`src/hdl/start_sequencer_pkg.sv`:
```
// What this block does
// restart sequence on power-up and wake
// speed detect if enabled, else brake decision
// slow motor is stationary, else direction check
// forward resyncs to closed loop; reverse checks limit
// reverse too fast returns to speed detect
// reverse drive if enabled, else brake decision
// reverse drive decelerates, zero speed to accelerate
// nonzero brake time brakes with low sides
// brake held for set time, then position decision
// nonzero current threshold selects position detect
// align drives V to W, then accelerate
// position detect done leads to accelerate
// open-loop ramp until rate passes handoff threshold
// closed loop commutates from comparator feedback
// direction change stops drive and restarts
// phases floating during speed detection
// comparator phase order gives direction
// speed from successive comparator rising edges
// no toggle within timeout means stationary
// resync loads measured speed and position
// reverse drive keeps accelerating through zero
// six pulses, shortest time picks position
// release mode chooses recirculate or float
// phases float in power-on and decisions
// configuration frozen when leaving power-on
package start_sequencer_pkg;
   localparam int CLK_PERIOD_NS = 5;
   localparam int TICK_TIME_NS  = 100000;
   localparam int TICK_CYCLES   = TICK_TIME_NS / CLK_PERIOD_NS;
   localparam int MS_TICKS      = 1000000 / TICK_TIME_NS;
   localparam int BRAKE_STEP_MS = 10;
   localparam int ALIGN_STEP_MS = 40;
   localparam int STILL_STEP_MS = 100;
   localparam int REV_BASE_MS   = 8;
   localparam logic [15:0] BRAKE_TICKS = 16'(BRAKE_STEP_MS * MS_TICKS);
   localparam logic [15:0] ALIGN_TICKS = 16'(ALIGN_STEP_MS * MS_TICKS);
   localparam logic [15:0] STILL_TICKS = 16'(STILL_STEP_MS * MS_TICKS);
   localparam logic [15:0] REV_TICKS   = 16'(REV_BASE_MS * MS_TICKS);
   localparam int DECAY_TIME_NS = 20000;
   localparam logic [12:0] DECAY_CYCLES = 13'(DECAY_TIME_NS / CLK_PERIOD_NS);
   localparam logic [12:0] PULSE_MAX    = 13'h0fff;
   localparam logic [15:0] RATE_FULL    = 16'h8000;
   localparam int RATE_SHIFT = 8;
   localparam logic [3:0] ADDR_CFG0 = 4'h0;
   localparam logic [3:0] ADDR_CFG1 = 4'h4;
   localparam logic [3:0] ADDR_STAT = 4'h8;
   localparam logic [1:0] RESP_OKAY   = 2'h0;
   localparam logic [1:0] RESP_SLVERR = 2'h2;
   localparam logic [31:0] CFG0_RESET = 32'h0000_1001;
   localparam logic [31:0] CFG0_MASK  = 32'h003f_77f7;
   localparam logic [31:0] CFG1_RESET = 32'h0000_0811;
   localparam logic [31:0] CFG1_MASK  = 32'h0000_1f77;

   typedef enum logic [3:0] {
      sPowerOn, sSpeedEnJudge, sSpeedDetect, sSpeedJudge, sFwdJudge,
      sRevLimitJudge, sRevEnJudge, sReverseDrive, sBrakeJudge, sBrake,
      sPosEnJudge, sAlign, sPosDetect, sAccel, sClosedLoop
   } state_type;

   typedef struct packed {
      logic [9:0] rsvd3;
      logic [1:0] openLoopCurrent;
      logic [3:0] posDetThr;
      logic       rsvd2;
      logic [2:0] alignDuration;
      logic       rsvd1;
      logic [2:0] brakeDuration;
      logic [1:0] reverseLimit;
      logic [1:0] stationaryThr;
      logic       rsvd0;
      logic       releaseMode;
      logic       reverseDriveEnable;
      logic       speedDetectEnable;
   } cfg0_type;

   typedef struct packed {
      logic [18:0] rsvd2;
      logic [4:0]  handoffThr;
      logic        rsvd1;
      logic [2:0]  accel2;
      logic        rsvd0;
      logic [2:0]  accel1;
   } cfg1_type;

   typedef struct packed {
      logic [15:0] rate;
      logic [4:0]  rsvd;
      logic [2:0]  position;
      logic        reverseSeen;
      logic [2:0]  step;
      logic [3:0]  state;
   } status_type;

   typedef struct packed {
      logic [2:0] hi;
      logic [2:0] lo;
   } phase_type;

   function automatic phase_type pairDrive(input logic [1:0] h, input logic [1:0] l);
      phase_type p;
      p.hi = 3'h1 << h;
      p.lo = 3'h1 << l;
      return p;
   endfunction

   // six-step table, phase 0=U 1=V 2=W
   function automatic phase_type stepDrive(input logic [2:0] s);
      case (s)
         3'h0: return pairDrive(2'h0, 2'h1);
         3'h1: return pairDrive(2'h0, 2'h2);
         3'h2: return pairDrive(2'h1, 2'h2);
         3'h3: return pairDrive(2'h1, 2'h0);
         3'h4: return pairDrive(2'h2, 2'h0);
         default: return pairDrive(2'h2, 2'h1);
      endcase
   endfunction

   // pulse order VW WV UV VU WU UW mapped to steps
   function automatic logic [2:0] pulseStep(input logic [2:0] i);
      case (i)
         3'h0: return 3'h2;
         3'h1: return 3'h5;
         3'h2: return 3'h0;
         3'h3: return 3'h3;
         3'h4: return 3'h4;
         default: return 3'h1;
      endcase
   endfunction
endpackage

```
`src/hdl/pin_sync.sv`:
```
`timescale 1ns/1ps
`default_nettype none
module pin_sync
   import start_sequencer_pkg::*;
#(
   parameter int W = 4
) (
   input  wire logic         clk,    // system clock
   input  wire logic         srst,   // sync reset
   input  wire logic [W-1:0] pinIn,  // raw pins
   output logic      [W-1:0] pinOut  // filtered levels
);
   logic [W-1:0] ff1_r;
   logic [W-1:0] ff2_r;
   logic [W-1:0] ff3_r;

   genvar g;
   generate
      for (g = 0; g < W; g++) begin : gBit
         always_ff @(posedge clk) begin
            if (srst) begin
               ff1_r[g]  <= 1'b0;
               ff2_r[g]  <= 1'b0;
               ff3_r[g]  <= 1'b0;
               pinOut[g] <= 1'b0;
            end else begin
               ff1_r[g] <= pinIn[g];
               ff2_r[g] <= ff1_r[g];
               ff3_r[g] <= ff2_r[g];
               if (ff2_r[g] == ff3_r[g]) begin
                  pinOut[g] <= ff3_r[g];
               end
            end
         end
      end
   endgenerate
endmodule // pin_sync
`default_nettype wire

```
`src/hdl/tick_gen.sv`:
```
`timescale 1ns/1ps
`default_nettype none
module tick_gen
   import start_sequencer_pkg::*;
#(
   parameter int CYCLES = TICK_CYCLES
) (
   input  wire logic clk,   // system clock
   input  wire logic srst,  // sync reset
   output logic      tick   // one-cycle enable
);
   logic [31:0] cnt_r;

   always_ff @(posedge clk) begin
      if (srst) begin
         cnt_r <= 32'h0;
         tick  <= 1'b0;
      end else if (cnt_r == 32'(CYCLES - 1)) begin
         cnt_r <= 32'h0;
         tick  <= 1'b1;
      end else begin
         cnt_r <= cnt_r + 32'h1;
         tick  <= 1'b0;
      end
   end
endmodule // tick_gen
`default_nettype wire

```
`src/hdl/start_sequencer.sv`:
```
// Design decisions made here: the register offsets and the AXI4-Lite slave port.
`timescale 1ns/1ps
`default_nettype none
module start_sequencer
   import start_sequencer_pkg::*;
#(
   parameter int TICK_LEN = TICK_CYCLES
) (
   input  wire logic        clk,           // 200 MHz clock
   input  wire logic        srst,          // sync reset
   input  wire logic        wakeEvent,     // leaving standby/sleep
   input  wire logic        dirPin,        // direction pin
   input  wire logic        cmpUV,         // U-V comparator
   input  wire logic        cmpUW,         // U-W comparator
   input  wire logic        currentAtThr,  // pulse current reached
   output phase_type        drive,         // gate enables
   output logic [1:0]       currentSel,    // open-loop current
   input  wire logic [3:0]  awaddr,        // axi write addr
   input  wire logic        awvalid,       // axi
   output logic             awready,       // axi
   input  wire logic [31:0] wdata,         // axi
   input  wire logic [3:0]  wstrb,         // axi
   input  wire logic        wvalid,        // axi
   output logic             wready,        // axi
   output logic [1:0]       bresp,         // axi
   output logic             bvalid,        // axi
   input  wire logic        bready,        // axi
   input  wire logic [3:0]  araddr,        // axi read addr
   input  wire logic        arvalid,       // axi
   output logic             arready,       // axi
   output logic [31:0]      rdata,         // axi
   output logic [1:0]       rresp,         // axi
   output logic             rvalid,        // axi
   input  wire logic        rready         // axi
);
   logic [31:0] cfg0Reg_r;
   logic [31:0] cfg1Reg_r;
   cfg0_type    cfg0_r;
   cfg1_type    cfg1_r;
   state_type   st_r;
   state_type   stNxt;
   logic [3:0]  syncd;
   logic [1:0]  cmpPrev_r;
   logic [1:0]  rise;
   logic        cmpEdge;
   logic        dirPrev_r;
   logic        restart;
   logic        tick;
   logic [15:0] tmr_r;
   logic        edgeSeen_r;
   logic        periodDone_r;
   logic        dirKnown_r;
   logic        fwd_r;
   logic        still_r;
   logic [15:0] period_r;
   logic [2:0]  pdIdx_r;
   logic        pdDecay_r;
   logic [12:0] pdCnt_r;
   logic [12:0] best_r;
   logic [2:0]  bestIdx_r;
   logic        pdDone;
   logic        pulseEnd;
   logic [15:0] rate_r;
   logic [15:0] acc2_r;
   logic [15:0] phase_r;
   logic [2:0]  step_r;
   logic [16:0] phaseSum;
   logic [16:0] delta;
   status_type  stat;
   logic        wrGo;

   pin_sync #(.W(4)) i_pin_sync (
      .clk    (clk),
      .srst   (srst),
      .pinIn  ({currentAtThr, dirPin, cmpUW, cmpUV}),
      .pinOut (syncd)
   );

   tick_gen #(.CYCLES(TICK_LEN)) i_tick_gen (
      .clk  (clk),
      .srst (srst),
      .tick (tick)
   );

   function automatic logic [15:0] rateFromPeriod(input logic [15:0] p);
      logic [15:0] r;
      r = RATE_FULL;
      for (int i = 1; i < 16; i++) begin
         if (p >= (16'h1 << i)) begin
            r = RATE_FULL >> i;
         end
      end
      return r;
   endfunction

   function automatic logic [2:0] stepFromCmp(input logic uv, input logic uw);
      return {uv, uw, 1'b0} == 3'h0 ? 3'h0 : (uv ? (uw ? 3'h2 : 3'h1) : 3'h4);
   endfunction

   assign rise     = syncd[1:0] & ~cmpPrev_r;
   assign cmpEdge  = |(syncd[1:0] ^ cmpPrev_r);
   assign restart  = wakeEvent || (syncd[2] != dirPrev_r);
   assign pulseEnd = !pdDecay_r && (syncd[3] || pdCnt_r == PULSE_MAX);
   assign pdDone   = pdDecay_r && pdCnt_r == DECAY_CYCLES - 13'h1 && pdIdx_r == 3'h5;

   always_ff @(posedge clk) begin
      if (srst) begin
         cmpPrev_r <= 2'h0;
         dirPrev_r <= 1'b0;
      end else begin
         cmpPrev_r <= syncd[1:0];
         dirPrev_r <= syncd[2];
      end
   end

   // sequencing
   always_comb begin
      stNxt = st_r;
      case (st_r)
         sPowerOn:      stNxt = sSpeedEnJudge;
         sSpeedEnJudge: stNxt = cfg0_r.speedDetectEnable ? sSpeedDetect : sBrakeJudge;
         sSpeedDetect: begin
            if (still_r || (periodDone_r && dirKnown_r)) begin
               stNxt = sSpeedJudge;
            end
         end
         sSpeedJudge: begin
            if (still_r || period_r >= STILL_TICKS * (cfg0_r.stationaryThr + 16'h1)) begin
               stNxt = sBrakeJudge;
            end else begin
               stNxt = sFwdJudge;
            end
         end
         sFwdJudge:      stNxt = fwd_r ? sClosedLoop : sRevLimitJudge;
         sRevLimitJudge: begin
            if (period_r < (REV_TICKS >> cfg0_r.reverseLimit)) begin
               stNxt = sSpeedDetect;
            end else begin
               stNxt = sRevEnJudge;
            end
         end
         sRevEnJudge:   stNxt = cfg0_r.reverseDriveEnable ? sReverseDrive : sBrakeJudge;
         sReverseDrive: begin
            if (rate_r == 16'h0) begin
               stNxt = sAccel;
            end
         end
         sBrakeJudge:   stNxt = (cfg0_r.brakeDuration != 3'h0) ? sBrake : sPosEnJudge;
         sBrake: begin
            if (tmr_r >= BRAKE_TICKS * cfg0_r.brakeDuration) begin
               stNxt = sPosEnJudge;
            end
         end
         sPosEnJudge:   stNxt = (cfg0_r.posDetThr != 4'h0) ? sPosDetect : sAlign;
         sAlign: begin
            if (tmr_r >= ALIGN_TICKS * (cfg0_r.alignDuration + 16'h1)) begin
               stNxt = sAccel;
            end
         end
         sPosDetect: begin
            if (pdDone) begin
               stNxt = sAccel;
            end
         end
         sAccel: begin
            if (rate_r > {3'h0, cfg1_r.handoffThr, 8'h0}) begin
               stNxt = sClosedLoop;
            end
         end
         sClosedLoop:   stNxt = sClosedLoop;
         default:       stNxt = sPowerOn;
      endcase
      if (restart) begin
         stNxt = sPowerOn;
      end
   end

   always_ff @(posedge clk) begin
      if (srst) begin
         st_r <= sPowerOn;
      end else begin
         st_r <= stNxt;
      end
   end

   // config snapshot per start attempt
   always_ff @(posedge clk) begin
      if (srst) begin
         cfg0_r <= cfg0_type'(CFG0_RESET);
         cfg1_r <= cfg1_type'(CFG1_RESET);
      end else if (st_r == sPowerOn) begin
         cfg0_r <= cfg0_type'(cfg0Reg_r);
         cfg1_r <= cfg1_type'(cfg1Reg_r);
      end
   end

   // state timer in ticks; speed detect restarts it per rising edge
   always_ff @(posedge clk) begin
      if (srst || stNxt != st_r || (st_r == sSpeedDetect && |rise)) begin
         tmr_r <= 16'h0;
      end else if (tick && tmr_r != 16'hffff) begin
         tmr_r <= tmr_r + 16'h1;
      end
   end

   // speed and direction measurement
   always_ff @(posedge clk) begin
      if (srst || st_r != sSpeedDetect) begin
         edgeSeen_r   <= 1'b0;
         periodDone_r <= 1'b0;
         dirKnown_r   <= 1'b0;
         still_r      <= 1'b0;
         if (srst) begin
            fwd_r    <= 1'b1;
            period_r <= 16'h0;
         end
      end else begin
         if (|rise) begin
            edgeSeen_r <= 1'b1;
            if (edgeSeen_r) begin
               period_r     <= tmr_r;
               periodDone_r <= 1'b1;
            end
         end
         if (rise[0]) begin
            fwd_r      <= !syncd[1];
            dirKnown_r <= 1'b1;
         end
         if (!(|rise) && tmr_r >= STILL_TICKS * (cfg0_r.stationaryThr + 16'h1)) begin
            still_r <= 1'b1;
         end
      end
   end

   // position detect pulses
   always_ff @(posedge clk) begin
      if (srst || st_r != sPosDetect) begin
         pdIdx_r   <= 3'h0;
         pdDecay_r <= 1'b0;
         pdCnt_r   <= 13'h0;
         best_r    <= PULSE_MAX;
         bestIdx_r <= 3'h0;
      end else if (pulseEnd) begin
         pdDecay_r <= 1'b1;
         pdCnt_r   <= 13'h0;
         if (pdCnt_r < best_r) begin
            best_r    <= pdCnt_r;
            bestIdx_r <= pdIdx_r;
         end
      end else if (pdDecay_r && pdCnt_r == DECAY_CYCLES - 13'h1) begin
         pdDecay_r <= 1'b0;
         pdCnt_r   <= 13'h0;
         pdIdx_r   <= pdIdx_r + 3'h1;
      end else begin
         pdCnt_r <= pdCnt_r + 13'h1;
      end
   end

   // drive rate, commutation step
   assign delta    = {14'h0, cfg1_r.accel1} + {9'h0, acc2_r[15:RATE_SHIFT]};
   assign phaseSum = {1'b0, phase_r} + {1'b0, rate_r};

   always_ff @(posedge clk) begin
      if (srst || st_r == sPowerOn) begin
         rate_r  <= 16'h0;
         acc2_r  <= 16'h0;
         phase_r <= 16'h0;
         step_r  <= 3'h0;
      end else if (stNxt != st_r) begin
         acc2_r  <= 16'h0;
         phase_r <= 16'h0;
         case (stNxt)
            sClosedLoop: begin
               if (st_r == sFwdJudge) begin
                  rate_r <= rateFromPeriod(period_r);
                  step_r <= stepFromCmp(syncd[0], syncd[1]);
               end
            end
            sReverseDrive: rate_r <= rateFromPeriod(period_r);
            sAccel: begin
               rate_r <= 16'h0;
               if (st_r == sAlign) begin
                  step_r <= 3'h2;
               end else if (st_r == sPosDetect) begin
                  step_r <= pulseStep(bestIdx_r);
               end
            end
            default: rate_r <= rate_r;
         endcase
      end else if (st_r == sClosedLoop) begin
         if (cmpEdge) begin
            step_r <= (step_r == 3'h5) ? 3'h0 : step_r + 3'h1;
         end
      end else if (tick && (st_r == sAccel || st_r == sReverseDrive)) begin
         acc2_r  <= acc2_r + {13'h0, cfg1_r.accel2};
         phase_r <= phaseSum[15:0];
         if (phaseSum[16]) begin
            step_r <= (step_r == 3'h5) ? 3'h0 : step_r + 3'h1;
         end
         if (st_r == sAccel) begin
            rate_r <= ({1'b0, rate_r} + delta > 17'hffff) ? 16'hffff : rate_r + delta[15:0];
         end else begin
            rate_r <= ({1'b0, rate_r} > delta) ? rate_r - delta[15:0] : 16'h0;
         end
      end
   end

   // gate outputs
   always_ff @(posedge clk) begin
      if (srst) begin
         drive      <= '0;
         currentSel <= 2'h0;
      end else begin
         currentSel <= 2'h0;
         case (stNxt)
            sBrake: drive <= '{hi: 3'h0, lo: 3'h7};
            sAlign: begin
               drive      <= pairDrive(2'h1, 2'h2);
               currentSel <= cfg0_r.openLoopCurrent;
            end
            sPosDetect: begin
               if (!pdDecay_r && !pulseEnd) begin
                  drive <= stepDrive(pulseStep(pdIdx_r));
               end else if (!cfg0_r.releaseMode) begin
                  drive <= phase_type'(stepDrive(pulseStep(pdIdx_r)) & 6'h07);
               end else begin
                  drive <= '0;
               end
            end
            sReverseDrive, sAccel: begin
               drive      <= stepDrive(step_r);
               currentSel <= cfg0_r.openLoopCurrent;
            end
            sClosedLoop: drive <= stepDrive(step_r);
            default: drive <= '0;
         endcase
      end
   end

   // axi4-lite slave
   assign stat    = '{rate: rate_r, rsvd: 5'h0, position: bestIdx_r,
                      reverseSeen: !fwd_r, step: step_r, state: st_r};
   assign wrGo    = awvalid && wvalid && !bvalid;
   assign awready = wrGo;
   assign wready  = wrGo;
   assign arready = !rvalid;

   function automatic logic [31:0] mergeBytes(input logic [31:0] old, input logic [31:0] mask);
      logic [31:0] v;
      v = old;
      for (int b = 0; b < 4; b++) begin
         if (wstrb[b]) begin
            v[b*8 +: 8] = wdata[b*8 +: 8];
         end
      end
      return v & mask;
   endfunction

   always_ff @(posedge clk) begin
      if (srst) begin
         cfg0Reg_r <= CFG0_RESET;
         cfg1Reg_r <= CFG1_RESET;
         bvalid    <= 1'b0;
         bresp     <= RESP_OKAY;
      end else if (wrGo) begin
         bvalid <= 1'b1;
         bresp  <= RESP_OKAY;
         case (awaddr)
            ADDR_CFG0: cfg0Reg_r <= mergeBytes(cfg0Reg_r, CFG0_MASK);
            ADDR_CFG1: cfg1Reg_r <= mergeBytes(cfg1Reg_r, CFG1_MASK);
            ADDR_STAT: bresp <= RESP_OKAY;
            default:   bresp <= RESP_SLVERR;
         endcase
      end else if (bready) begin
         bvalid <= 1'b0;
      end
   end

   always_ff @(posedge clk) begin
      if (srst) begin
         rvalid <= 1'b0;
         rdata  <= 32'h0;
         rresp  <= RESP_OKAY;
      end else if (arvalid && !rvalid) begin
         rvalid <= 1'b1;
         rresp  <= RESP_OKAY;
         case (araddr)
            ADDR_CFG0: rdata <= cfg0Reg_r;
            ADDR_CFG1: rdata <= cfg1Reg_r;
            ADDR_STAT: rdata <= stat;
            default: begin
               rdata <= 32'h0;
               rresp <= RESP_SLVERR;
            end
         endcase
      end else if (rready) begin
         rvalid <= 1'b0;
      end
   end
endmodule // start_sequencer
`default_nettype wire

```
`config.mk`:
```
export PLATFORM = sky130hd
export DESIGN_NAME = start_sequencer
export DESIGN_NICKNAME = d
export VERILOG_FILES = /design/src/hdl/start_sequencer_pkg.sv /design/src/hdl/pin_sync.sv /design/src/hdl/tick_gen.sv /design/src/hdl/start_sequencer.sv
export SDC_FILE = /design/constraint.sdc
export NUM_CORES = 1
export LEC_CHECK = 0
export BUFFER_PORTS_ARGS = -buffer_cell sky130_fd_sc_hd__buf_2
export CORE_MARGIN = 4
export CORE_UTILIZATION = 45
export DETAILED_ROUTE_END_ITERATION = 8
export MAX_ROUTING_LAYER = met4
export SLEW_MARGIN = 20
export SYNTH_ARGS = -nofsm -noshare
export SYNTH_HDL_FRONTEND = slang
export SYNTH_HIERARCHICAL = 1
export SYNTH_SLANG_ARGS = --single-unit
```
`constraint.sdc`:
```
create_clock -name clk -period 8.9 [get_ports clk]
set_clock_uncertainty 0.15 [all_clocks]
set_input_delay 2.67 -clock clk [delete_from_list [all_inputs] [get_ports clk]]
set_output_delay 2.67 -clock clk [all_outputs]
set_load 0.02 [all_outputs]
```
==> impl_results.md <==
* Status: finished clean
* Arrival @ worst endpoint at 3.35 ns
* Number of cells on the worst hold path at 1
* Ratio of routed vias to standard cells at 5.731
* Count of flip-flops with a built-in enable after synthesis at 17
* Clk_lat worst skew at 0.52 ns
* First-pass GRT wire length at 71,280 µm
* Reg power frac at 44.7%
* HPWL after DPL at 32,170 µm
* Number of cells on the worst reg-to-reg path at 16
* Net switching power at 0.0006920 W
* Element type at the critical path start: input port
* Post-detailed-route count of antenna-violating nets at 0
* Highest achievable clock rate at 162.1 MHz
* Worst hold endpoint: i_pin_sync/ff2_r[0]
* Most area-consuming cells after synthesis: dfxtp_1, ha_1, nor2_1
* Average detailed-routed wire length per instance at 17.37 µm
* Number of violations of the max-capacitance limit at 0
* Power per standard cell area at 159.4 nW/µm²
* Synthesized area divided by synthesized cell count at 8.167 µm²
* Ratio of cells with drive above 1 in the final layout at 9.786%
* Remaining Overflow, GRT at 0
* Flop-to-flop setup slack at 2.88 ns
* Synthesized cell area at 16,270 µm²
* Initial cell density of the core at 45.63%
* Total number of clock tree sinks at 280
* Slew at the pin closest to its max-slew limit at 1.095 ns
* Overall power after layout at 0.002896 W
* TritonCTS Buffers at 34
* Headroom to the max-slew limit at 26.97%
* GR Util All Layers at 22.62%
* Number of warnings printed during yosys synthesis at 6
* Worst voltage drop across the vdd grid at 0.0001168 V
* Commonest register cell after synthesis: dfxtp_1
* Via count of the first global-routing pass at 13,560
* Die boundary height at 198.1 µm
* Share of flip-flops with an asynchronous set or reset after synthesis at 0%
* Hold wc startpoint: i_pin_sync/ff1_r[0]
* Fin crit share at 69.31%
* Clock power share at 49.1%
* Initial antenna violation count at 0
* Post-synth cell types at 87
* GPL Wtd Cong at 0.8934
* Pin count of the biggest net entering global routing at 105
* Internal portion of total power at 0.002204 W
* Routed via count at 14,410
* Setup CP Type: input port to output port
* H-tree Lvls at 2
* CORE AREA at 35,660 µm²
* TritonCTS clock tree: built
* Number of nets in the final layout at 2,220
* DIE AREA at 39,260 µm²
* Worst setup EP type: output port
* Synth Instances at 1,992
* Count of hold buffers inserted by post-cts repair at 0
* Static leakage at 7.054 nW
* Source of the worst register-to-register timing path: cfg0_r[4]
* Final TNS setup at 0 ns
* Buffer count from post-CTS setup fixing at 0
* Required arrival time at the worst endpoint at 6.08 ns
* #FFs+latches synth at 280
* Overall routed net length at 43,680 µm
* Detailed Route Iter0 Violations at 886
* Class of the tightest hold or removal check: flip-flop to flip-flop
* Number of setup violations in the final report at 0
* Proportion of synthesized chip area in sequential cells at 35.50%
* Clock tree buffer depth at 3
* Number of gates resized after cts at 0
* Die W at 198.1 µm
* Clock slew seen by the registers of the worst setup and hold paths at 0.05 ns
* Setup repair after global routing missed its margin: false
* Final period demand of the worst path at 6.168 ns
* Fill cell count at 3,414
* Root buffer cell: clkbuf_16
* Number of hold violations in the final report at 0
* Max-slew violation count at 0
* Cell type with the highest aggregate area in the netlist: dfxtp_1
* Pre-Repair DR Iteration Count at 7
* I/O Pins at 105
* Count of input and output buffers at 88
* Number of antenna diodes at 0
* Post-synthesis to final-layout area growth at 11.63%
* End of the worst register-to-register path: step_r[2]
* Highest net fanout along the worst path at 4
* Detailed-route DRC error count at 0
* Row Count at 69
* Area share of the leading cell type in the synthesized netlist at 32.36%
* Switching share of power at 23.90%
* Comb power frac at 6.2%
## final cells by class
cell class / count / area, µm² / area share, %
Clock buffer: 52 / 1040 / 5.725
Tap cell: 461 / 576.8 / 3.176
Inverter: 110 / 412.9 / 2.274
Sequential cell: 280 / 5776 / 31.80
Timing Repair Buffer: 102 / 548.0 / 3.018
Multi-Input combinational cell: 1501 / 9683 / 53.32
Clock inverter: 9 / 125.1 / 0.6889
## cell usage in the layout, fill, tap and decap left out, types with 10 or more instances in the layout
cell and n:
dfxtp_1 263, nor2_1 240, nand2_1 196, a21oi_1 168, ha_1 129, inv_1 110
buf_2 87, nand3_1 84, o21ai_0 52, xor2_1 42, xnor2_1 39, nor3_1 39
clkbuf_16 35, a211oi_1 32, nand4_1 31, nor2b_1 27, nor4_1 27, a31oi_1 24
or3_1 23, and2_1 23, mux2i_1 19, a21o_1 18, nand2b_1 18, o211ai_1 17
edfxtp_1 17, buf_4 15, and3_1 14, o31ai_1 13, a22oi_1 11, a211o_1 11
or4_1 11, o21a_1 11, clkbuf_8 10
## worst max-delay path by stage
stage / from / endpoint / slack [ns] / depth (start not counted)
final: awvalid / awready / 2.73 / 5
after global placement: awvalid / awready / 2.74 / 5
after detailed placement: awvalid / awready / 2.74 / 5
after global routing: cfg0_r[4] / step_r[2] / 2.63 / 16
after CTS: awvalid / awready / 2.73 / 5
after floorplan: awvalid / wready / 2.73 / 4
## routing by layer
metal,up-vias,routed length (µm),share of wire (%),global-route usage (%)
met3,58,1907,4.4,2.808
li1,7186,-,-,-
met2,279,20610,47,36.37
met5,-,0,0,-
met4,0,852,2.0,4.820
met1,6891,20310,47,30.83
## cell usage after synthesis (all sizes together), types with 18 or more instances
cell type	n
or3	23
nor4	32
nor2b	31
a211oi	33
nand4	33
nand2	200
a21o	18
nor2	240
ha	129
dfxtp	263
mux2i	19
a31oi	24
xnor2	39
xor2	42
clkbuf	82
inv	110
nand2b	18
a21oi	169
buf	22
and2	23
o21ai	56
nor3	43
nand3	85
## sequential cells by signal (all words and copies together) (netlist names), 6 cells and up
| signal | flops |
|---|---|
| i_tick_gen/cnt_r | 32 |
| rdata | 31 |
| cfg0Reg_r | 19 |
| cfg0_r | 19 |
| acc2_r | 16 |
| period_r | 16 |
| phase_r | 16 |
| rate_r | 16 |
| tmr_r | 16 |
| best_r | 13 |
| pdCnt_r | 13 |
| cfg1Reg_r | 11 |
| cfg1_r | 11 |
| drive | 6 |
## power groups by stage
stage	combinational [W]	clock [W]	sequential (W)
floorplan	0.000126	0	0.00131
global placement	0.000175	0	0.00132
detailed placement	0.000177	0	0.00132
CTS	0.000177	0.00146	0.00129
global route	0.000198	0.00152	0.00129
finish	0.000179	0.00142	0.00129
## per-stage QoR
| stage | hold WS, ns | instance area (µm²) | utilization [%] | std cells | worst slack, ns |
|---|---|---|---|---|---|
| 6_report | 0.2853 | 18160 | 50.94 | 2515 | 2.732 |
| 5_1_grt | 0.2937 | 18160 | 50.94 | 2515 | 2.630 |
| 4_1_cts | 0.2875 | 18150 | 50.91 | 2515 | 2.733 |
| 3_5_place_dp | 0.2742 | 16990 | 47.65 | 2454 | 2.736 |
| 3_3_place_gp | 0.2774 | 16990 | 47.65 | 2454 | 2.743 |
| 2_1_floorplan | 0.2638 | 16280 | - | 1995 | 2.729 |
## logic make-up (layout without fill, tap and decap cells)
| family | Yosys count | after routing | synth area share (%) |
|---|---|---|---|
| simple gates | 808 | 808 | 24.61 |
| other cells | 1 | 4 | 0.02305 |
| compound gates | 454 | 454 | 18.32 |
| mux | 19 | 19 | 1.169 |
| fa+ha+maj | 135 | 135 | 10.66 |
| buf+inv | 214 | 273 | 5.360 |
| flops | 280 | 280 | 35.50 |
| xor+xnor | 81 | 81 | 4.361 |
## worst max-delay path: stages
cell	delay, ns
buf_2	0.08
nand2_1	0.04
or2_2	0.30
inv_1	0.09
buf_2	0.17
Power figures use the tool's default switching activity.
